===== src/hw/adc_cal_regs.vh =====
// Purpose: register indices, field positions, reset values and timing for calibration control
// Assumes: byte address of a register is four times its index
// Notes: definitions only
`ifndef ADC_CAL_REGS_VH
`define ADC_CAL_REGS_VH

`define IDX_CAL_ENABLE 8'h61
`define IDX_MODE_SELECT 8'h62
`define IDX_OFFSET_REF 8'h65
`define IDX_AVG_DEPTH 8'h68
`define IDX_CAL_STATE 8'h6a
`define IDX_TRIG_CFG 8'h6b
`define IDX_SOFT_TRIG 8'h6c
`define IDX_IRQ_STATUS 8'h70
`define IDX_IRQ_MASK 8'h71

`define RST_CAL_ENABLE 8'h01
`define RST_MODE_SELECT 8'h01
`define RST_OFFSET_REF 8'h01
`define RST_AVG_DEPTH 8'h61
`define RST_TRIG_CFG 8'h00
`define RST_SOFT_TRIG 8'h01

`define BIT_FG_SELECT 0
`define BIT_BG_ENABLE 1
`define BIT_FG_OFFSET 2
`define BIT_BG_OFFSET 3
`define BIT_OFFSET_REF 2
`define BIT_TRIG_SOURCE 0
`define BIT_SOFT_TRIG 0
`define BIT_FOREGROUND_COMPLETE_FLAG 0
`define BIT_BG_HALTED 1
`define FLD_STATE_LSB 2
`define FLD_OFFSET_AVERAGING_DEPTH_LSB 4
`define FLD_LIN_AVG_LSB 0

`define RESP_OKAY 2'b00
`define RESP_SLVERR 2'b10

// base length of one averaging step, in ns; doubled per depth step
`define CAL_STEP_NS 128
`define CLK_PERIOD_NS 8
`define CAL_STEP_CYCLES (`CAL_STEP_NS / `CLK_PERIOD_NS)

`endif


===== src/hw/adc_calibration_control.v =====
// Purpose: configuration, sequencing and status of the converter calibration engine
// Assumes: AXI4-Lite slave, one outstanding write and one read; byte address = 4 * index
// Notes: reading the interrupt status register clears it
// Behaviour
// - foreground select 0 clears results and skips; 1 clears then runs foreground
// - background calibration runs only while background enable bit 1 is set
// - bit 2 enables foreground offset step, only together with foreground select
// - bit 3 enables background offset step, only together with background enable
// - offset reference 0 targets mid-code, zero offset
// - offset reference 1 matches primaries to the substituting spare converter
// - bits 6:4 of averaging register set offset averaging, reset 6
// - bits 2:0 of averaging register set linearity averaging, reset 1
// - halted flag reads 1 once background stops at requested phase
// - halted flag returns to 0 when calibration resumes
// - with background off, halted flag sets when foreground finishes or skips
// - status bit 0 foreground complete; bits 4:2 hold state code
// - global enable low holds calibration in reset; high starts it
// - trigger source 1 uses hardware trigger input, ignores software trigger
`default_nettype none
`include "adc_cal_regs.vh"
module adc_calibration_control #(
    parameter TIMER_WIDTH = 16
) (
    input wire aclk,                    // clock, 125 MHz
    input wire aresetn,                 // sync reset, active low
    input wire [9:0] s_axi_awaddr,      // write address
    input wire [2:0] s_axi_awprot,      // unused
    input wire s_axi_awvalid,           // write address valid
    output reg s_axi_awready,           // write address ready
    input wire [31:0] s_axi_wdata,      // write data
    input wire [3:0] s_axi_wstrb,       // byte enables
    input wire s_axi_wvalid,            // write data valid
    output reg s_axi_wready,            // write data ready
    output reg [1:0] s_axi_bresp,       // write response
    output reg s_axi_bvalid,            // write response valid
    input wire s_axi_bready,            // write response ready
    input wire [9:0] s_axi_araddr,      // read address
    input wire [2:0] s_axi_arprot,      // unused
    input wire s_axi_arvalid,           // read address valid
    output reg s_axi_arready,           // read address ready
    output reg [31:0] s_axi_rdata,      // read data
    output reg [1:0] s_axi_rresp,       // read response
    output reg s_axi_rvalid,            // read data valid
    input wire s_axi_rready,            // read data ready
    input wire hardware_trigger_input,  // calibration trigger pin
    output reg results_clear,           // pulse: clear calibration results
    output reg linearity_active,        // linearity phase running
    output reg offset_active,           // offset phase running
    output reg offset_reference_spare,  // offset target: spare converter
    output reg [2:0] active_depth,      // averaging depth of current phase
    output reg irq                      // level interrupt
);
    localparam ST_HELD = 3'd0;
    localparam ST_WAIT_TRIG = 3'd1;
    localparam ST_FG_LIN = 3'd2;
    localparam ST_FG_OS = 3'd3;
    localparam ST_BG_LIN = 3'd4;
    localparam ST_BG_OS = 3'd5;
    localparam ST_BG_HALT = 3'd6;
    localparam ST_DONE = 3'd7;

    reg cal_enable;
    reg foreground_run_select;
    reg background_run_enable;
    reg foreground_offset_enable;
    reg background_offset_enable;
    reg offset_reference_select;
    reg [2:0] offset_averaging_depth;
    reg [2:0] linearity_averaging_depth;
    reg trigger_source_select;
    reg software_trigger_bit;
    reg [1:0] irq_status;
    reg [1:0] irq_mask;
    reg [2:0] state;
    reg foreground_complete_flag;
    reg background_halted_flag;
    reg [7:0] aw_index;
    reg [31:0] w_data;
    reg [3:0] w_strb;
    reg aw_held;
    reg w_held;
    reg [2:0] next_state;
    reg next_start;

    wire phase_done;
    wire trigger = trigger_source_select ? hardware_trigger_input : software_trigger_bit;
    wire [7:0] ar_index = s_axi_araddr[9:2];
    wire ar_take = s_axi_arvalid && s_axi_arready;
    wire do_write = aw_held && w_held && !s_axi_bvalid;
    wire bg_on = background_run_enable;
    wire fg_os_on = foreground_offset_enable && foreground_run_select;
    wire bg_os_on = background_offset_enable && background_run_enable;

    function mapped;
        input [7:0] idx;
        begin
            mapped = (idx == `IDX_CAL_ENABLE) || (idx == `IDX_MODE_SELECT) || (idx == `IDX_OFFSET_REF) ||
                (idx == `IDX_AVG_DEPTH) || (idx == `IDX_CAL_STATE) || (idx == `IDX_TRIG_CFG) ||
                (idx == `IDX_SOFT_TRIG) || (idx == `IDX_IRQ_STATUS) || (idx == `IDX_IRQ_MASK);
        end
    endfunction

    function is_offset_state;
        input [2:0] st;
        begin
            is_offset_state = (st == ST_FG_OS) || (st == ST_BG_OS);
        end
    endfunction

    cal_phase_timer #(
        .WIDTH(TIMER_WIDTH),
        .BASE_CYCLES(`CAL_STEP_CYCLES)
    ) u_timer (
        .aclk(aclk),
        .aresetn(aresetn),
        .abort(!cal_enable),
        .start(next_start),
        .depth(is_offset_state(next_state) ? offset_averaging_depth : linearity_averaging_depth),
        .done(phase_done)
    );

    // sequencing of the calibration phases
    always @* begin
        next_state = state;
        next_start = 1'b0;
        if (!cal_enable) begin
            next_state = ST_HELD;
        end else begin
            case (state)
                ST_HELD: begin
                    next_state = ST_WAIT_TRIG;
                end
                ST_WAIT_TRIG: begin
                    if (trigger) begin
                        if (foreground_run_select) begin
                            next_state = ST_FG_LIN;
                        end else if (bg_on) begin
                            next_state = ST_BG_LIN;
                        end else begin
                            next_state = ST_DONE;
                        end
                    end
                end
                ST_FG_LIN: begin
                    if (phase_done) begin
                        next_state = fg_os_on ? ST_FG_OS : (bg_on ? ST_BG_LIN : ST_DONE);
                    end
                end
                ST_FG_OS: begin
                    if (phase_done) begin
                        next_state = bg_on ? ST_BG_LIN : ST_DONE;
                    end
                end
                ST_BG_LIN, ST_BG_OS: begin
                    if (phase_done) begin
                        if (!bg_on) begin
                            next_state = ST_DONE;
                        end else if (!trigger) begin
                            next_state = ST_BG_HALT;
                        end else if (state == ST_BG_LIN && bg_os_on) begin
                            next_state = ST_BG_OS;
                        end else begin
                            next_state = ST_BG_LIN;
                        end
                    end
                end
                ST_BG_HALT: begin
                    if (!bg_on) begin
                        next_state = ST_DONE;
                    end else if (trigger) begin
                        next_state = ST_BG_LIN;
                    end
                end
                ST_DONE: begin
                    if (bg_on && trigger) begin
                        next_state = ST_BG_LIN;
                    end
                end
                default: begin
                    next_state = ST_HELD;
                end
            endcase
            if (next_state != state || phase_done) begin
                next_start = (next_state >= ST_FG_LIN) && (next_state <= ST_BG_OS);
            end
        end
    end

    always @(posedge aclk) begin
        if (!aresetn) begin
            state <= ST_HELD;
            results_clear <= 1'b0;
            linearity_active <= 1'b0;
            offset_active <= 1'b0;
            offset_reference_spare <= 1'b0;
            active_depth <= 3'd0;
            foreground_complete_flag <= 1'b0;
            background_halted_flag <= 1'b0;
        end else begin
            state <= next_state;
            // results cleared on every start, whether foreground runs or not
            results_clear <= (state == ST_HELD) && cal_enable;
            linearity_active <= (next_state == ST_FG_LIN) || (next_state == ST_BG_LIN);
            offset_active <= is_offset_state(next_state);
            offset_reference_spare <= is_offset_state(next_state) && offset_reference_select;
            active_depth <= is_offset_state(next_state) ? offset_averaging_depth : linearity_averaging_depth;
            if (!cal_enable) begin
                foreground_complete_flag <= 1'b0;
                background_halted_flag <= 1'b0;
            end else begin
                if (next_state != ST_WAIT_TRIG && (state == ST_WAIT_TRIG || state == ST_FG_LIN ||
                        state == ST_FG_OS) && next_state != ST_FG_LIN && next_state != ST_FG_OS) begin
                    foreground_complete_flag <= 1'b1;
                end
                if (next_state == ST_BG_HALT || next_state == ST_DONE) begin
                    background_halted_flag <= 1'b1;
                end else if (state == ST_BG_HALT || state == ST_DONE) begin
                    background_halted_flag <= 1'b0;
                end
            end
        end
    end

    // write channel: address and data taken in either order, answer one cycle after both
    always @(posedge aclk) begin
        if (!aresetn) begin
            s_axi_awready <= 1'b0;
            s_axi_wready <= 1'b0;
            s_axi_bvalid <= 1'b0;
            s_axi_bresp <= `RESP_OKAY;
            aw_held <= 1'b0;
            w_held <= 1'b0;
            aw_index <= 8'h00;
            w_data <= 32'h0000_0000;
            w_strb <= 4'h0;
            cal_enable <= |(`RST_CAL_ENABLE & 8'h01);
            foreground_run_select <= |((`RST_MODE_SELECT >> `BIT_FG_SELECT) & 8'h01);
            background_run_enable <= 1'b0;
            foreground_offset_enable <= 1'b0;
            background_offset_enable <= 1'b0;
            offset_reference_select <= 1'b0;
            offset_averaging_depth <= 3'h6;
            linearity_averaging_depth <= 3'h1;
            trigger_source_select <= 1'b0;
            software_trigger_bit <= 1'b1;
            irq_mask <= 2'b00;
        end else begin
            s_axi_awready <= !aw_held && !(s_axi_awvalid && s_axi_awready) && !s_axi_bvalid && !do_write;
            s_axi_wready <= !w_held && !(s_axi_wvalid && s_axi_wready) && !s_axi_bvalid && !do_write;
            if (s_axi_awvalid && s_axi_awready) begin
                aw_held <= 1'b1;
                aw_index <= s_axi_awaddr[9:2];
            end
            if (s_axi_wvalid && s_axi_wready) begin
                w_held <= 1'b1;
                w_data <= s_axi_wdata;
                w_strb <= s_axi_wstrb;
            end
            if (s_axi_bvalid && s_axi_bready) begin
                s_axi_bvalid <= 1'b0;
            end
            if (do_write) begin
                aw_held <= 1'b0;
                w_held <= 1'b0;
                s_axi_bvalid <= 1'b1;
                s_axi_bresp <= mapped(aw_index) ? `RESP_OKAY : `RESP_SLVERR;
                // reserved bits are not stored; software keeps them at reset values
                if (w_strb[0]) begin
                    case (aw_index)
                        `IDX_CAL_ENABLE: cal_enable <= w_data[0];
                        `IDX_MODE_SELECT: begin
                            foreground_run_select <= w_data[`BIT_FG_SELECT];
                            background_run_enable <= w_data[`BIT_BG_ENABLE];
                            foreground_offset_enable <= w_data[`BIT_FG_OFFSET];
                            background_offset_enable <= w_data[`BIT_BG_OFFSET];
                        end
                        `IDX_OFFSET_REF: offset_reference_select <= w_data[`BIT_OFFSET_REF];
                        `IDX_AVG_DEPTH: begin
                            offset_averaging_depth <= w_data[`FLD_OFFSET_AVERAGING_DEPTH_LSB +: 3];
                            linearity_averaging_depth <= w_data[`FLD_LIN_AVG_LSB +: 3];
                        end
                        `IDX_TRIG_CFG: trigger_source_select <= w_data[`BIT_TRIG_SOURCE];
                        `IDX_SOFT_TRIG: software_trigger_bit <= w_data[`BIT_SOFT_TRIG];
                        `IDX_IRQ_MASK: irq_mask <= w_data[1:0];
                        default: begin
                        end
                    endcase
                end
            end
        end
    end

    // read channel; interrupt status clears on read, a new event in that cycle survives
    always @(posedge aclk) begin
        if (!aresetn) begin
            s_axi_arready <= 1'b0;
            s_axi_rvalid <= 1'b0;
            s_axi_rdata <= 32'h0000_0000;
            s_axi_rresp <= `RESP_OKAY;
            irq_status <= 2'b00;
            irq <= 1'b0;
        end else begin
            s_axi_arready <= !s_axi_rvalid && !ar_take;
            if (s_axi_rvalid && s_axi_rready) begin
                s_axi_rvalid <= 1'b0;
                s_axi_arready <= 1'b1;
            end
            if (ar_take) begin
                s_axi_rvalid <= 1'b1;
                s_axi_rresp <= mapped(ar_index) ? `RESP_OKAY : `RESP_SLVERR;
                case (ar_index)
                    `IDX_CAL_ENABLE: s_axi_rdata <= {31'h0000_0000, cal_enable};
                    `IDX_MODE_SELECT: s_axi_rdata <= {28'h000_0000, background_offset_enable,
                        foreground_offset_enable, background_run_enable, foreground_run_select};
                    `IDX_OFFSET_REF: s_axi_rdata <= {29'h0000_0000, offset_reference_select, 2'b01};
                    `IDX_AVG_DEPTH: s_axi_rdata <= {25'h000_0000, offset_averaging_depth, 1'b0,
                        linearity_averaging_depth};
                    `IDX_CAL_STATE: s_axi_rdata <= {27'h000_0000, state, background_halted_flag,
                        foreground_complete_flag};
                    `IDX_TRIG_CFG: s_axi_rdata <= {31'h0000_0000, trigger_source_select};
                    `IDX_SOFT_TRIG: s_axi_rdata <= {31'h0000_0000, software_trigger_bit};
                    `IDX_IRQ_STATUS: s_axi_rdata <= {30'h0000_0000, irq_status};
                    `IDX_IRQ_MASK: s_axi_rdata <= {30'h0000_0000, irq_mask};
                    default: s_axi_rdata <= 32'h0000_0000;
                endcase
            end
            irq_status <= (ar_take && ar_index == `IDX_IRQ_STATUS ? 2'b00 : irq_status) |
                {background_halted_flag == 1'b0 && (next_state == ST_BG_HALT || next_state == ST_DONE)
                    && cal_enable,
                 foreground_complete_flag == 1'b0 && cal_enable && state != ST_HELD &&
                    (state == ST_WAIT_TRIG || state == ST_FG_LIN || state == ST_FG_OS) &&
                    next_state != ST_WAIT_TRIG && next_state != ST_FG_LIN && next_state != ST_FG_OS};
            irq <= |(irq_status & irq_mask);
        end
    end
endmodule
`default_nettype wire


===== src/hw/cal_phase_timer.v =====
// Purpose: times one calibration phase, length grows with averaging depth
// Assumes: start is a one-cycle pulse; abort wins over start
// Notes: done is a registered one-cycle pulse
`default_nettype none
module cal_phase_timer #(
    parameter WIDTH = 16,
    parameter BASE_CYCLES = 16
) (
    input wire aclk,             // clock
    input wire aresetn,          // sync reset, active low
    input wire abort,            // stop counting at once
    input wire start,            // begin a phase
    input wire [2:0] depth,      // averaging depth
    output reg done              // phase finished
);
    reg [WIDTH-1:0] remaining;
    reg running;
    wire [WIDTH-1:0] base_len = BASE_CYCLES[WIDTH-1:0];

    always @(posedge aclk) begin
        if (!aresetn) begin
            remaining <= {WIDTH{1'b0}};
            running <= 1'b0;
            done <= 1'b0;
        end else begin
            done <= 1'b0;
            if (abort) begin
                running <= 1'b0;
            end else if (start) begin
                remaining <= (base_len << depth) - {{(WIDTH-1){1'b0}}, 1'b1};
                running <= 1'b1;
            end else if (running) begin
                if (remaining == {WIDTH{1'b0}}) begin
                    running <= 1'b0;
                    done <= 1'b1;
                end else begin
                    remaining <= remaining - {{(WIDTH-1){1'b0}}, 1'b1};
                end
            end
        end
    end
endmodule
`default_nettype wire

===== config.mk =====
export PLATFORM = sky130hd
export DESIGN_NAME = adc_calibration_control
export DESIGN_NICKNAME = d
export VERILOG_FILES = /design/src/hw/adc_calibration_control.v /design/src/hw/cal_phase_timer.v
export VERILOG_INCLUDE_DIRS = /design/src /design/src/hw
export SDC_FILE = /design/constraint.sdc
export NUM_CORES = 1
export LEC_CHECK = 0
export ABC_CLOCK_PERIOD_IN_PS = 5800
export BUFFER_PORTS_ARGS = -buffer_cell sky130_fd_sc_hd__buf_2
export CORE_UTILIZATION = 50
export CTS_BUF_LIST = sky130_fd_sc_hd__clkbuf_8 sky130_fd_sc_hd__clkbuf_16
export CTS_CLUSTER_DIAMETER = 120
export DETAILED_ROUTE_END_ITERATION = 8
export GPL_ROUTABILITY_DRIVEN = 0
export GPL_TIMING_DRIVEN = 0
export MAX_ROUTING_LAYER = met4
export PLACE_DENSITY = 0.84
export SETUP_SLACK_MARGIN = 0.15
export SKIP_LAST_GASP = 1
export SYNTH_ARGS = -nofsm -noshare
export SYNTH_HDL_FRONTEND = slang
export SYNTH_SLANG_ARGS = --single-unit

===== constraint.sdc =====
create_clock -name aclk -period 5.8 [get_ports aclk]
set_input_delay 0.87 -clock aclk [delete_from_list [all_inputs] [get_ports aclk]]
set_output_delay 0.87 -clock aclk [all_outputs]
set_load 0.1 [all_outputs]

==> results of run 1 <==
==> registers in the layout, indices dropped and copies added (netlist names), 2 cells and up <==
register	count
aw_index	8
linearity_averaging_depth	3
active_depth	3
offset_averaging_depth	3
state	3
u_timer.remaining	16
w_data	7
s_axi_rdata	7
irq_status	2
irq_mask	2
==> worst max-delay path by stage <==
stage | end | slack (ps) | cells after the start
3_5_place_dp | u_timer.remaining[10]$_SDFFE_PN0P_ | 1590 | 14
3_3_place_gp | u_timer.remaining[10]$_SDFFE_PN0P_ | 1660 | 14
2_1_floorplan | u_timer.remaining[10]$_SDFFE_PN0P_ | 2170 | 13
5_1_grt | u_timer.remaining[10]$_SDFFE_PN0P_ | 1760 | 14
6_report | u_timer.remaining[10]$_SDFFE_PN0P_ | 1910 | 14
4_1_cts | u_timer.remaining[10]$_SDFFE_PN0P_ | 1950 | 14
==> final cells by class <==
cell class | count | area, um^2
multi-input cells | 437 | 2460
plain buffers | 60 | 435
repair buffers | 50 | 250
flip-flops and latches | 81 | 1620
fillers | 780 | 3490
inverters | 14 | 52.6
clock buffers | 9 | 124
clock inverters | 7 | 108
well taps | 108 | 135
==> power by group <==
group	total, mW	internal (mW)	switching (mW)
sequential	0.686	0.622	0.0637
combinational	0.760	0.245	0.516
clock	0.482	0.251	0.231
total	1.93	1.12	0.810
==> Yosys cell counts (4+ instances only) <==
cell type	number	area share, %
nor4_1	5	0.70
nand2_1	84	7.0
buf_4	30	5.0
o21ai_0	23	2.6
dfxtp_1	81	36
nand3_1	17	1.9
mux2i_1	22	4.9
nor2_1	72	6.0
a31oi_1	9	1.3
clkbuf_1	18	1.5
nand4_1	4	0.56
and3_1	6	0.84
a32oi_1	5	0.98
xnor2_1	4	0.78
nand3b_1	5	0.84
inv_1	13	1.1
nand2b_1	9	1.3
a21oi_1	53	5.9
nor3_1	17	1.9
and2_1	4	0.56
==> stage by stage <==
| stage | hold slack [ps] | cell area (um^2) | total power [mW] | setup WS [ps] | util (%) |
|---|---|---|---|---|---|
| finish | 457 | 5190 | 1.93 | 1910 | 59.8 |
| global route | 480 | 5190 | 2.03 | 1760 | 59.8 |
| CTS | 462 | 5190 | 1.91 | 1950 | 59.8 |
| detailed placement | 449 | 4960 | 1.43 | 1590 | 57.1 |
| global placement | 437 | 4960 | 1.41 | 1660 | 57.1 |
| floorplan | 424 | 4570 | 1.29 | 2170 | - |
==> logic make-up after synthesis <==
| family | Yosys count | synth area share [%] |
|---|---|---|
| AO/OA/AOI/OAI | 129 | 19.0 |
| XOR/XNOR | 6 | 1.17 |
| adder cells (fa/ha/maj) | 1 | 0.280 |
| buffers and inverters | 74 | 10.9 |
| flip-flops | 81 | 36.2 |
| multiplexers | 27 | 6.35 |
| other | 1 | 0.0838 |
| AND/OR/NAND/NOR | 247 | 26.0 |
==> worst register-to-register path, cell delays in order, from the launching register on <==
cell	delay [ps]
dfxtp_1	440
mux2_4	360
and2_4	180
a311oi_4	450
mux2i_1	520
buf_4	270
nand2_1	70
ha_1	300
nor2b_1	210
nand2_1	110
nor2_1	40
a31o_2	260
a211o_1	270
a41oi_1	200
==> layer usage <==
layer | share of wire, % | vias to the layer above
li1 | - | 2114
met1 | 41 | 2002
met2 | 46 | 231
met3 | 8.1 | 50
met4 | 4.5 | 0
met5 | 0 | -
==> flow_summary_export.csv, run 1 <==
group,metric,value,unit
outcome,status,"finished clean",
global_route,antenna_found_initial,0,
cells_and_area,final_cell_mix,"nand2_1, dfxtp_1, nor2_1",
worst_setup_path,cp_num_buf_inv,2,
sta,fin_skew,17.6,ps
clocking,cts_buffers,9,
synthesis,ys.flop_type,"dfxtp_1",
synthesis,yosysSeqAreaShare,36.2,%
worst_setup_path,critPathLaunchType,"primary input",
routing,antenna_left,0,
synthesis,yosysWarnings,0,
sta,rsz0062_at_grt,"no",
clocking,cts_setup_buffers,0,
cells_and_area,instances_no_fill,766,
power,peakVddDrop,222,uV
cells_and_area,antennaDiodeCount,0,
worst_setup_path,path_cells,"buf_2 > mux2_4 > and2_4 > a311oi_4 > mux2i_1 > buf_4 > nand2_1 > ha_1 > nor2b_1 > nand2_1 > nor2_1 > a31o_2 > a211o_1 > a41oi_1",
clocking,cts_sinks,81,
place,dpl.hpwl,8370,um
sta,period_minus_slack,3890,ps
clocking,worstSkewPairLatency,370,ps
global_route,grt_pass1_vias,4183,
sta,fmax,257,MHz
clocking,cts_root_buf,"clkbuf_8",
sta,fin_crit_sh,67.0,%
die,fp-row-count,34,
clocking,holdBufCountCts,0,
worst_setup_path,worst_path_dominant_cell_family,"compound AO/OA/AOI/OAI gates",
sta,tightest_slew,879,ps
global_route,overflow,0,
cells_and_area,drive_above_1_share,19.8,%
clocking,clkSlewWorstSetupHoldPaths,90,ps
worst_setup_path,rr_endpoint,"u_timer.remaining[10]$_SDFFE_PN0P_",
synthesis,synth_area_per_cell,7.91,um^2
worst_setup_path,cp_max_fo,10,
clocking,post_cts_resized,0,
global_route,grt.met1_usage,30.7,%
power,p_leak,2.26,nW
worst_hold_path,min_to,"aw_index[6]$_SDFFE_PN0P_",
die,core_area,8680,um^2
cells_and_area,synthToLayoutAreaGrowth,16.0,%
worst_setup_path,end_kind,"register",
worst_setup_path,reg2reg_from,"trigger_source_select$_SDFFE_PN0P_",
worst_setup_path,critPathMostFrequentCell,"nand2_1",
sta,final_hold_viol_count,0,
die,die_x,96.6,um
worst_setup_path,reg2reg_slack,2020,ps
place,port_buffers,50,
worst_setup_path,slowest_delay,520,ps
run,cap_violations,0,
sta,fin_setup_tns,0,ps
routing,firstDrtPassIters,5,
routing,vias_per_cell,5.74,
cells_and_area,nNetsFinal,724,
die,start_util,51.6,%
synthesis,yosysUniqueCellTypes,75,
worst_hold_path,hold_class,"register to register",
worst_setup_path,crit_required,6090,ps
worst_setup_path,crit_start,"hardware_trigger_input",
die,dieArea,9330,um^2
global_route,grt_max_degree,17,
power,power.density,372,nW/um^2
worst_hold_path,holdPathStages,2,
routing,drt-initial-drc-count,414,
synthesis,syn_area,4480,um^2
synthesis,syn_inst,566,
worst_hold_path,hp-start,"aw_index[6]$_SDFFE_PN0P_",
routing,post_drt_wl_per_cell,14.9,um
place,dp.cells,750,
cells_and_area,final_common_cell,"nand2_1",
worst_setup_path,cp_slowest_cell,"mux2i_1",
routing,vias,4397,
global_route,met2_usage,41.4,%
routing,postRouteWirelength,11400,um
global_route,grt.total_usage,26.0,%
clocking,h-tree-depth,3,
die,die_y,96.6,um
worst_setup_path,worstSetupPathType,"primary input to register",
die,io_pins,119,
global_route,grtUsageMet3,4.48,%
synthesis,synth-seq-cells,81,
synthesis,async_flop_share,0,%
sta,setup_viol,0,
clocking,clk_path_buf_depth,2,
sta,relSlewSlack,40.7,%
global_route,top_usage_layer,"met2",
synthesis,synth_edf_count,0,
clocking,cts_tree,"done",
routing,drc,0,
worst_setup_path,cp.arrival,4180,ps
sta,drv_slew,0,
global_route,grt_pass1_wl,19400,um
worst_setup_path,rr_worst_depth,13,
(Power assumes the default switching activity.)
==> run 2, diff against run 1 <==
- ABC_CLOCK_PERIOD_IN_PS: 5800 -> 4000
- clock period: 5.8 -> 4 ns (I/O delays scaled with it)
==> flow_summary_export.csv, run 2 (synthesis results as in run 1) <==
group,metric,value,unit
outcome,status,"finished clean",
routing,antenna_left,0,
global_route,overflow,0,
worst_setup_path,worst_path_dominant_cell_family,"compound AO/OA/AOI/OAI gates",
routing,vias,4404,
worst_setup_path,crit_start,"trigger_source_select$_SDFFE_PN0P_",
worst_setup_path,rr_worst_depth,13,
sta,fin_setup_tns,0,ps
die,die_y,96.6,um
sta,drv_slew,0,
clocking,cts_sinks,81,
worst_setup_path,end_kind,"register",
place,port_buffers,50,
routing,postRouteWirelength,11400,um
global_route,antenna_found_initial,0,
worst_setup_path,path_cells,"mux2_4 > and2_4 > a311oi_4 > mux2i_2 > buf_4 > nand2_1 > ha_1 > nor2b_1 > nand2_1 > nor2_1 > a31o_2 > a211o_1 > a41oi_1",
sta,rsz0062_at_grt,"no",
clocking,clkSlewWorstSetupHoldPaths,90,ps
clocking,worstSkewPairLatency,370,ps
cells_and_area,antennaDiodeCount,0,
worst_setup_path,critPathLaunchType,"register",
sta,fin_skew,18.9,ps
sta,setup_viol,0,
clocking,cts_buffers,9,
die,fp-row-count,34,
place,dp.cells,750,
power,power.density,538,nW/um^2
worst_setup_path,cp_max_fo,10,
global_route,grt_pass1_wl,19400,um
routing,met3_length,946,um
power,finalPower,2.81,mW
worst_setup_path,critPathMostFrequentCell,"nand2_1",
place,dpl.hpwl,8370,um
cells_and_area,instances_no_fill,769,
sta,relSlewSlack,40.7,%
worst_setup_path,reg2reg_slack,360,ps
clocking,clk_path_buf_depth,2,
global_route,grt_pass1_vias,4183,
routing,routed.top_layer,"met4",
cells_and_area,nNetsFinal,727,
clocking,h-tree-depth,3,
die,dieArea,9330,um^2
worst_setup_path,crit_required,4290,ps
run,cap_violations,0,
cells_and_area,synthToLayoutAreaGrowth,16.6,%
routing,drc,0,
worst_setup_path,slowest_delay,440,ps
routing,firstDrtPassIters,5,
routing,drt-initial-drc-count,437,
worst_hold_path,hp-start,"aw_index[6]$_SDFFE_PN0P_",
worst_setup_path,worstSetupPathType,"register to register",
sta,final_hold_viol_count,0,
routing,post_drt_wl_per_cell,14.8,um
cells_and_area,largest_reg_flops,16,
worst_setup_path,rr_endpoint,"u_timer.remaining[10]$_SDFFE_PN0P_",
routing,wl_met2,5390,um
worst_setup_path,cp.arrival,3930,ps
worst_hold_path,hold_class,"register to register",
worst_setup_path,reg2reg_from,"trigger_source_select$_SDFFE_PN0P_",
worst_hold_path,holdPathStages,2,
die,core_area,8680,um^2
routing,vias_per_cell,5.73,
die,die_x,96.6,um
cells_and_area,top_regs,"u_timer.remaining (16), aw_index (8)",
cells_and_area,fill_cells,778,
sta,tightest_slew,878,ps
die,start_util,51.6,%
worst_setup_path,cp_slowest_cell,"dfxtp_1",
cells_and_area,largest_register,"u_timer.remaining",
power,p_leak,2.27,nW
cells_and_area,final_cell_mix,"nand2_1, dfxtp_1, nor2_1",
clocking,cts_tree,"done",
cells_and_area,final_common_cell,"nand2_1",
clocking,holdBufCountCts,0,
global_route,grt_max_degree,17,
sta,period_minus_slack,3640,ps
clocking,cts_root_buf,"clkbuf_8",
routing,met1_length,4620,um
sta,fin_crit_sh,90.9,%
worst_setup_path,cp_num_buf_inv,1,
worst_hold_path,min_to,"aw_index[6]$_SDFFE_PN0P_",
power,peakVddDrop,323,uV
sta,fmax,275,MHz
die,io_pins,119,
cells_and_area,drive_above_1_share,20.3,%
global_route,grt.total_usage,26.0,%
-- run 2: final cells by class --
class                           count  area (um^2)  share of cell area, %
Timing Repair Buffer               53          273                   5.23
Sequential cell                    81         1620                   31.1
Inverter                           14         52.6                   1.01
Buffer                             60          435                   8.35
Multi-Input combinational cell    437         2470                   47.3
Clock inverter                      7          108                   2.06
Tap cell                          108          135                   2.59
Clock buffer                        9          124                   2.37
-- run 2: worst register-to-register path: stages, from the launching register on --
cell      delay (ps)
dfxtp_1          440
mux2_4           360
and2_4           180
a311oi_4         430
mux2i_2          430
buf_4            260
nand2_1           70
ha_1             300
nor2b_1          210
nand2_1          110
nor2_1            40
a31o_2           260
a211o_1          270
a41oi_1          210
-- run 2: metal layers --
| layer | vias up | global-route usage [%] |
|---|---|---|
| li1 | 2120 | - |
| met2 | 229 | 41.4 |
| met3 | 49 | 4.48 |
| met1 | 2006 | 30.7 |
| met4 | 0 | 15.6 |
| met5 | - | - |
-- run 2: how the worst max path moves through the flow --
| stage | end | slack (ps) | depth (start not counted) |
|---|---|---|---|
| after floorplan | u_timer.remaining[10]$_SDFFE_PN0P_ | 640 | 13 |
| after global placement | u_timer.remaining[10]$_SDFFE_PN0P_ | 130 | 14 |
| after detailed placement | u_timer.remaining[10]$_SDFFE_PN0P_ | 60 | 14 |
| after CTS | u_timer.remaining[10]$_SDFFE_PN0P_ | 260 | 13 |
| after global routing | u_timer.remaining[10]$_SDFFE_PN0P_ | 190 | 13 |
| final | u_timer.remaining[10]$_SDFFE_PN0P_ | 360 | 13 |
-- run 2: repair_timing --
action / in CTS / in global routing
resized for setup: 0 / 1
setup endpoints to repair: 0 / 1
setup buffers: 0 / 3
-- run 2: through the flow --
step                util [%]  worst slack [ps]  hold slack (ps)  instance area [um^2]
global placement        57.1               128              437                  4960
finish                  60.1               363              457                  5220
global route            60.1               187              457                  5220
floorplan                  -               642              424                  4570
CTS                     59.8               263              457                  5190
detailed placement      57.1              62.1              449                  4960
-- run 2: where the power goes --
group / leakage (nW) / switching [mW] / internal (mW)
Combinational: 1.49 / 0.749 / 0.366
Sequential: 0.661 / 0.0927 / 0.902
Clock: 0.114 / 0.333 / 0.364
==> run 3, diff against run 2 <==
- BUFFER_PORTS_ARGS: -buffer_cell sky130_fd_sc_hd__buf_2 -> -buffer_cell sky130_fd_sc_hd__buf_4
==> flow_summary_export.csv, run 3 (synthesis results as in run 1) <==
group,metric,value,unit
clocking,clk_path_buf_depth,2,
power,swShare,42.1,%
routing,vias,4463,
die,start_util,51.6,%
outcome,status,"finished, violations left",
routing,postRouteWirelength,11600,um
worst_setup_path,rr_worst_depth,14,
place,dpl_worst_slack,101,ps
power,power_frac_clock,22.9,%
cells_and_area,regArea,1620,um^2
sta,layout_setup_ws,405,ps
place,port_buffers,50,
worst_setup_path,cp_max_fo,10,
clocking,cts_tree,"done",
power,p_leak,2.29,nW
cells_and_area,final_cell_mix,"buf_4, nand2_1, dfxtp_1",
worst_setup_path,worstSetupPathType,"register to register",
sta,drv_slew,0,
sta,rsz0062_at_grt,"no",
worst_hold_path,holdPathStages,2,
power,p_int,1.61,mW
die,dieArea,9330,um^2
worst_setup_path,crit_required,4280,ps
cells_and_area,synthToLayoutAreaGrowth,19.3,%
routing,antenna_left,0,
worst_setup_path,rr_endpoint,"u_timer.remaining[10]$_SDFFE_PN0P_",
cells_and_area,drive_above_1_share,20.4,%
worst_setup_path,critPathLaunchType,"register",
global_route,overflow,0,
global_route,grt_pass1_wl,19500,um
cells_and_area,antennaDiodeCount,0,
place,dpl.hpwl,8440,um
die,die_x,96.6,um
die,fp-row-count,34,
power,pwr-share-seq,35.9,%
outcome,violations,"design-rule violations",
sta,relSlewSlack,38.5,%
cells_and_area,multi_input_area,2480,um^2
sta,period_minus_slack,3600,ps
power,p_sw,1.17,mW
cells_and_area,post-route-cell-area,5340,um^2
cells_and_area,nNetsFinal,728,
routing,vias_per_cell,5.80,
die,die_y,96.6,um
worst_setup_path,reg2reg_from,"trigger_source_select$_SDFFE_PN0P_",
global_route,grt.total_usage,25.9,%
routing,drc,1,
global_route,antenna_found_initial,0,
sta,fin_crit_sh,89.9,%
worst_setup_path,end_kind,"register",
power,power.density,519,nW/um^2
routing,post_drt_wl_per_cell,15.1,um
sta,fmax,278,MHz
global_route,grt_max_degree,16,
clocking,cts_root_buf,"clkbuf_8",
cells_and_area,fill_cells,796,
sta,tightest_slew,911,ps
clocking,clkSlewWorstSetupHoldPaths,80,ps
sta,final_hold_viol_count,0,
run,cap_violations,0,
worst_setup_path,reg2reg_slack,400,ps
sta,fin_skew,11.2,ps
cells_and_area,largest_register,"u_timer.remaining",
global_route,grt_pass1_vias,4100,
die,io_pins,119,
worst_hold_path,min_to,"u_timer.remaining[15]$_SDFFE_PN0P_",
power,comb_power_share,41.2,%
cells_and_area,top_regs,"u_timer.remaining (16), aw_index (8)",
clocking,cts_buffers,9,
clocking,worstSkewPairLatency,360,ps
place,placed_area,5080,um^2
cells_and_area,largest_reg_flops,16,
worst_setup_path,cp.arrival,3880,ps
clocking,cts_sinks,81,
die,core_area,8680,um^2
sta,setup_viol,0,
worst_hold_path,hold_class,"register to register",
clocking,holdBufCountCts,0,
sta,fin_setup_tns,0,ps
clocking,h-tree-depth,3,
power,peakVddDrop,274,uV
worst_hold_path,hp-start,"u_timer.remaining[15]$_SDFFE_PN0P_",
routing,firstDrtPassIters,7,
routing,drt-initial-drc-count,481,
-- run 3: changes by cell type in the layout (fill, tap and decap cells not counted), sizes merged --
cell    change
clkbuf      +1
clkinv      +2
buf         +1
inv         -2
bufinv      -1
-- run 3: power groups by stage --
stage / Sequential [mW] / Combinational, mW / Clock, mW
2_1_floorplan: 1.10 / 0.772 / 0
3_3_place_gp: 1.00 / 1.06 / 0
3_5_place_dp: 1.01 / 1.09 / 0
4_1_cts: 0.992 / 1.10 / 0.636
5_1_grt: 1.01 / 1.24 / 0.673
6_report: 0.996 / 1.14 / 0.634
-- run 3: area by class of cell --
class / instances / area share (%)
clock inverter: 6 / 1.41
inverter: 14 / 0.984
buffer: 60 / 8.16
multi-input combinational: 437 / 46.4
sequential: 81 / 30.4
tap: 108 / 2.53
clock buffer: 10 / 2.58
timing repair buffer: 54 / 7.59
-- run 3: critical path, cell delays in order, from the launching register on --
cell,delay [ps]
dfxtp_1,450
mux2_4,360
and2_4,180
a311oi_4,300
buf_4,220
mux2i_4,310
buf_4,220
nand2_1,70
ha_1,300
nor2b_1,210
nand2_1,110
nor2_1,50
a31o_2,260
a211o_1,280
a41oi_1,190
-- run 3: worst max path at each step --
stage,start,endpoint,cells after the start
5_1_grt,trigger_source_select$_SDFFE_PN0P_,u_timer.remaining[10]$_SDFFE_PN0P_,14
2_1_floorplan,hardware_trigger_input,u_timer.remaining[10]$_SDFFE_PN0P_,13
3_5_place_dp,hardware_trigger_input,u_timer.remaining[10]$_SDFFE_PN0P_,14
4_1_cts,trigger_source_select$_SDFFE_PN0P_,u_timer.remaining[10]$_SDFFE_PN0P_,13
3_3_place_gp,hardware_trigger_input,u_timer.remaining[10]$_SDFFE_PN0P_,14
6_report,trigger_source_select$_SDFFE_PN0P_,u_timer.remaining[10]$_SDFFE_PN0P_,14
-- run 3: per-layer routing --
| layer | part of all wire (%) | up-vias | GRT usage, % |
|---|---|---|---|
| li1 | - | 2125 | - |
| met4 | 3.7 | 0 | 13.3 |
| met5 | 0 | - | - |
| met3 | 7.9 | 47 | 3.40 |
| met1 | 42 | 2020 | 32.9 |
| met2 | 47 | 271 | 40.5 |
-- run 3: metrics by stage --
step / instances / hold WS (ps) / util, % / power (mW)
3_3_place_gp: 750 / 437 / 58.6 / 2.06
5_1_grt: 770 / 470 / 61.5 / 2.92
4_1_cts: 766 / 455 / 61.0 / 2.73
2_1_floorplan: 592 / 424 / - / 1.87
3_5_place_dp: 750 / 442 / 58.6 / 2.10
6_report: 770 / 455 / 61.5 / 2.77
-- run 3: repair_timing --
action,4_1_cts,5_1_grt
gates resized for setup,0,2
endpoints found under the setup margin,0,2
setup buffers,0,4
hold endpoints to repair,0,0
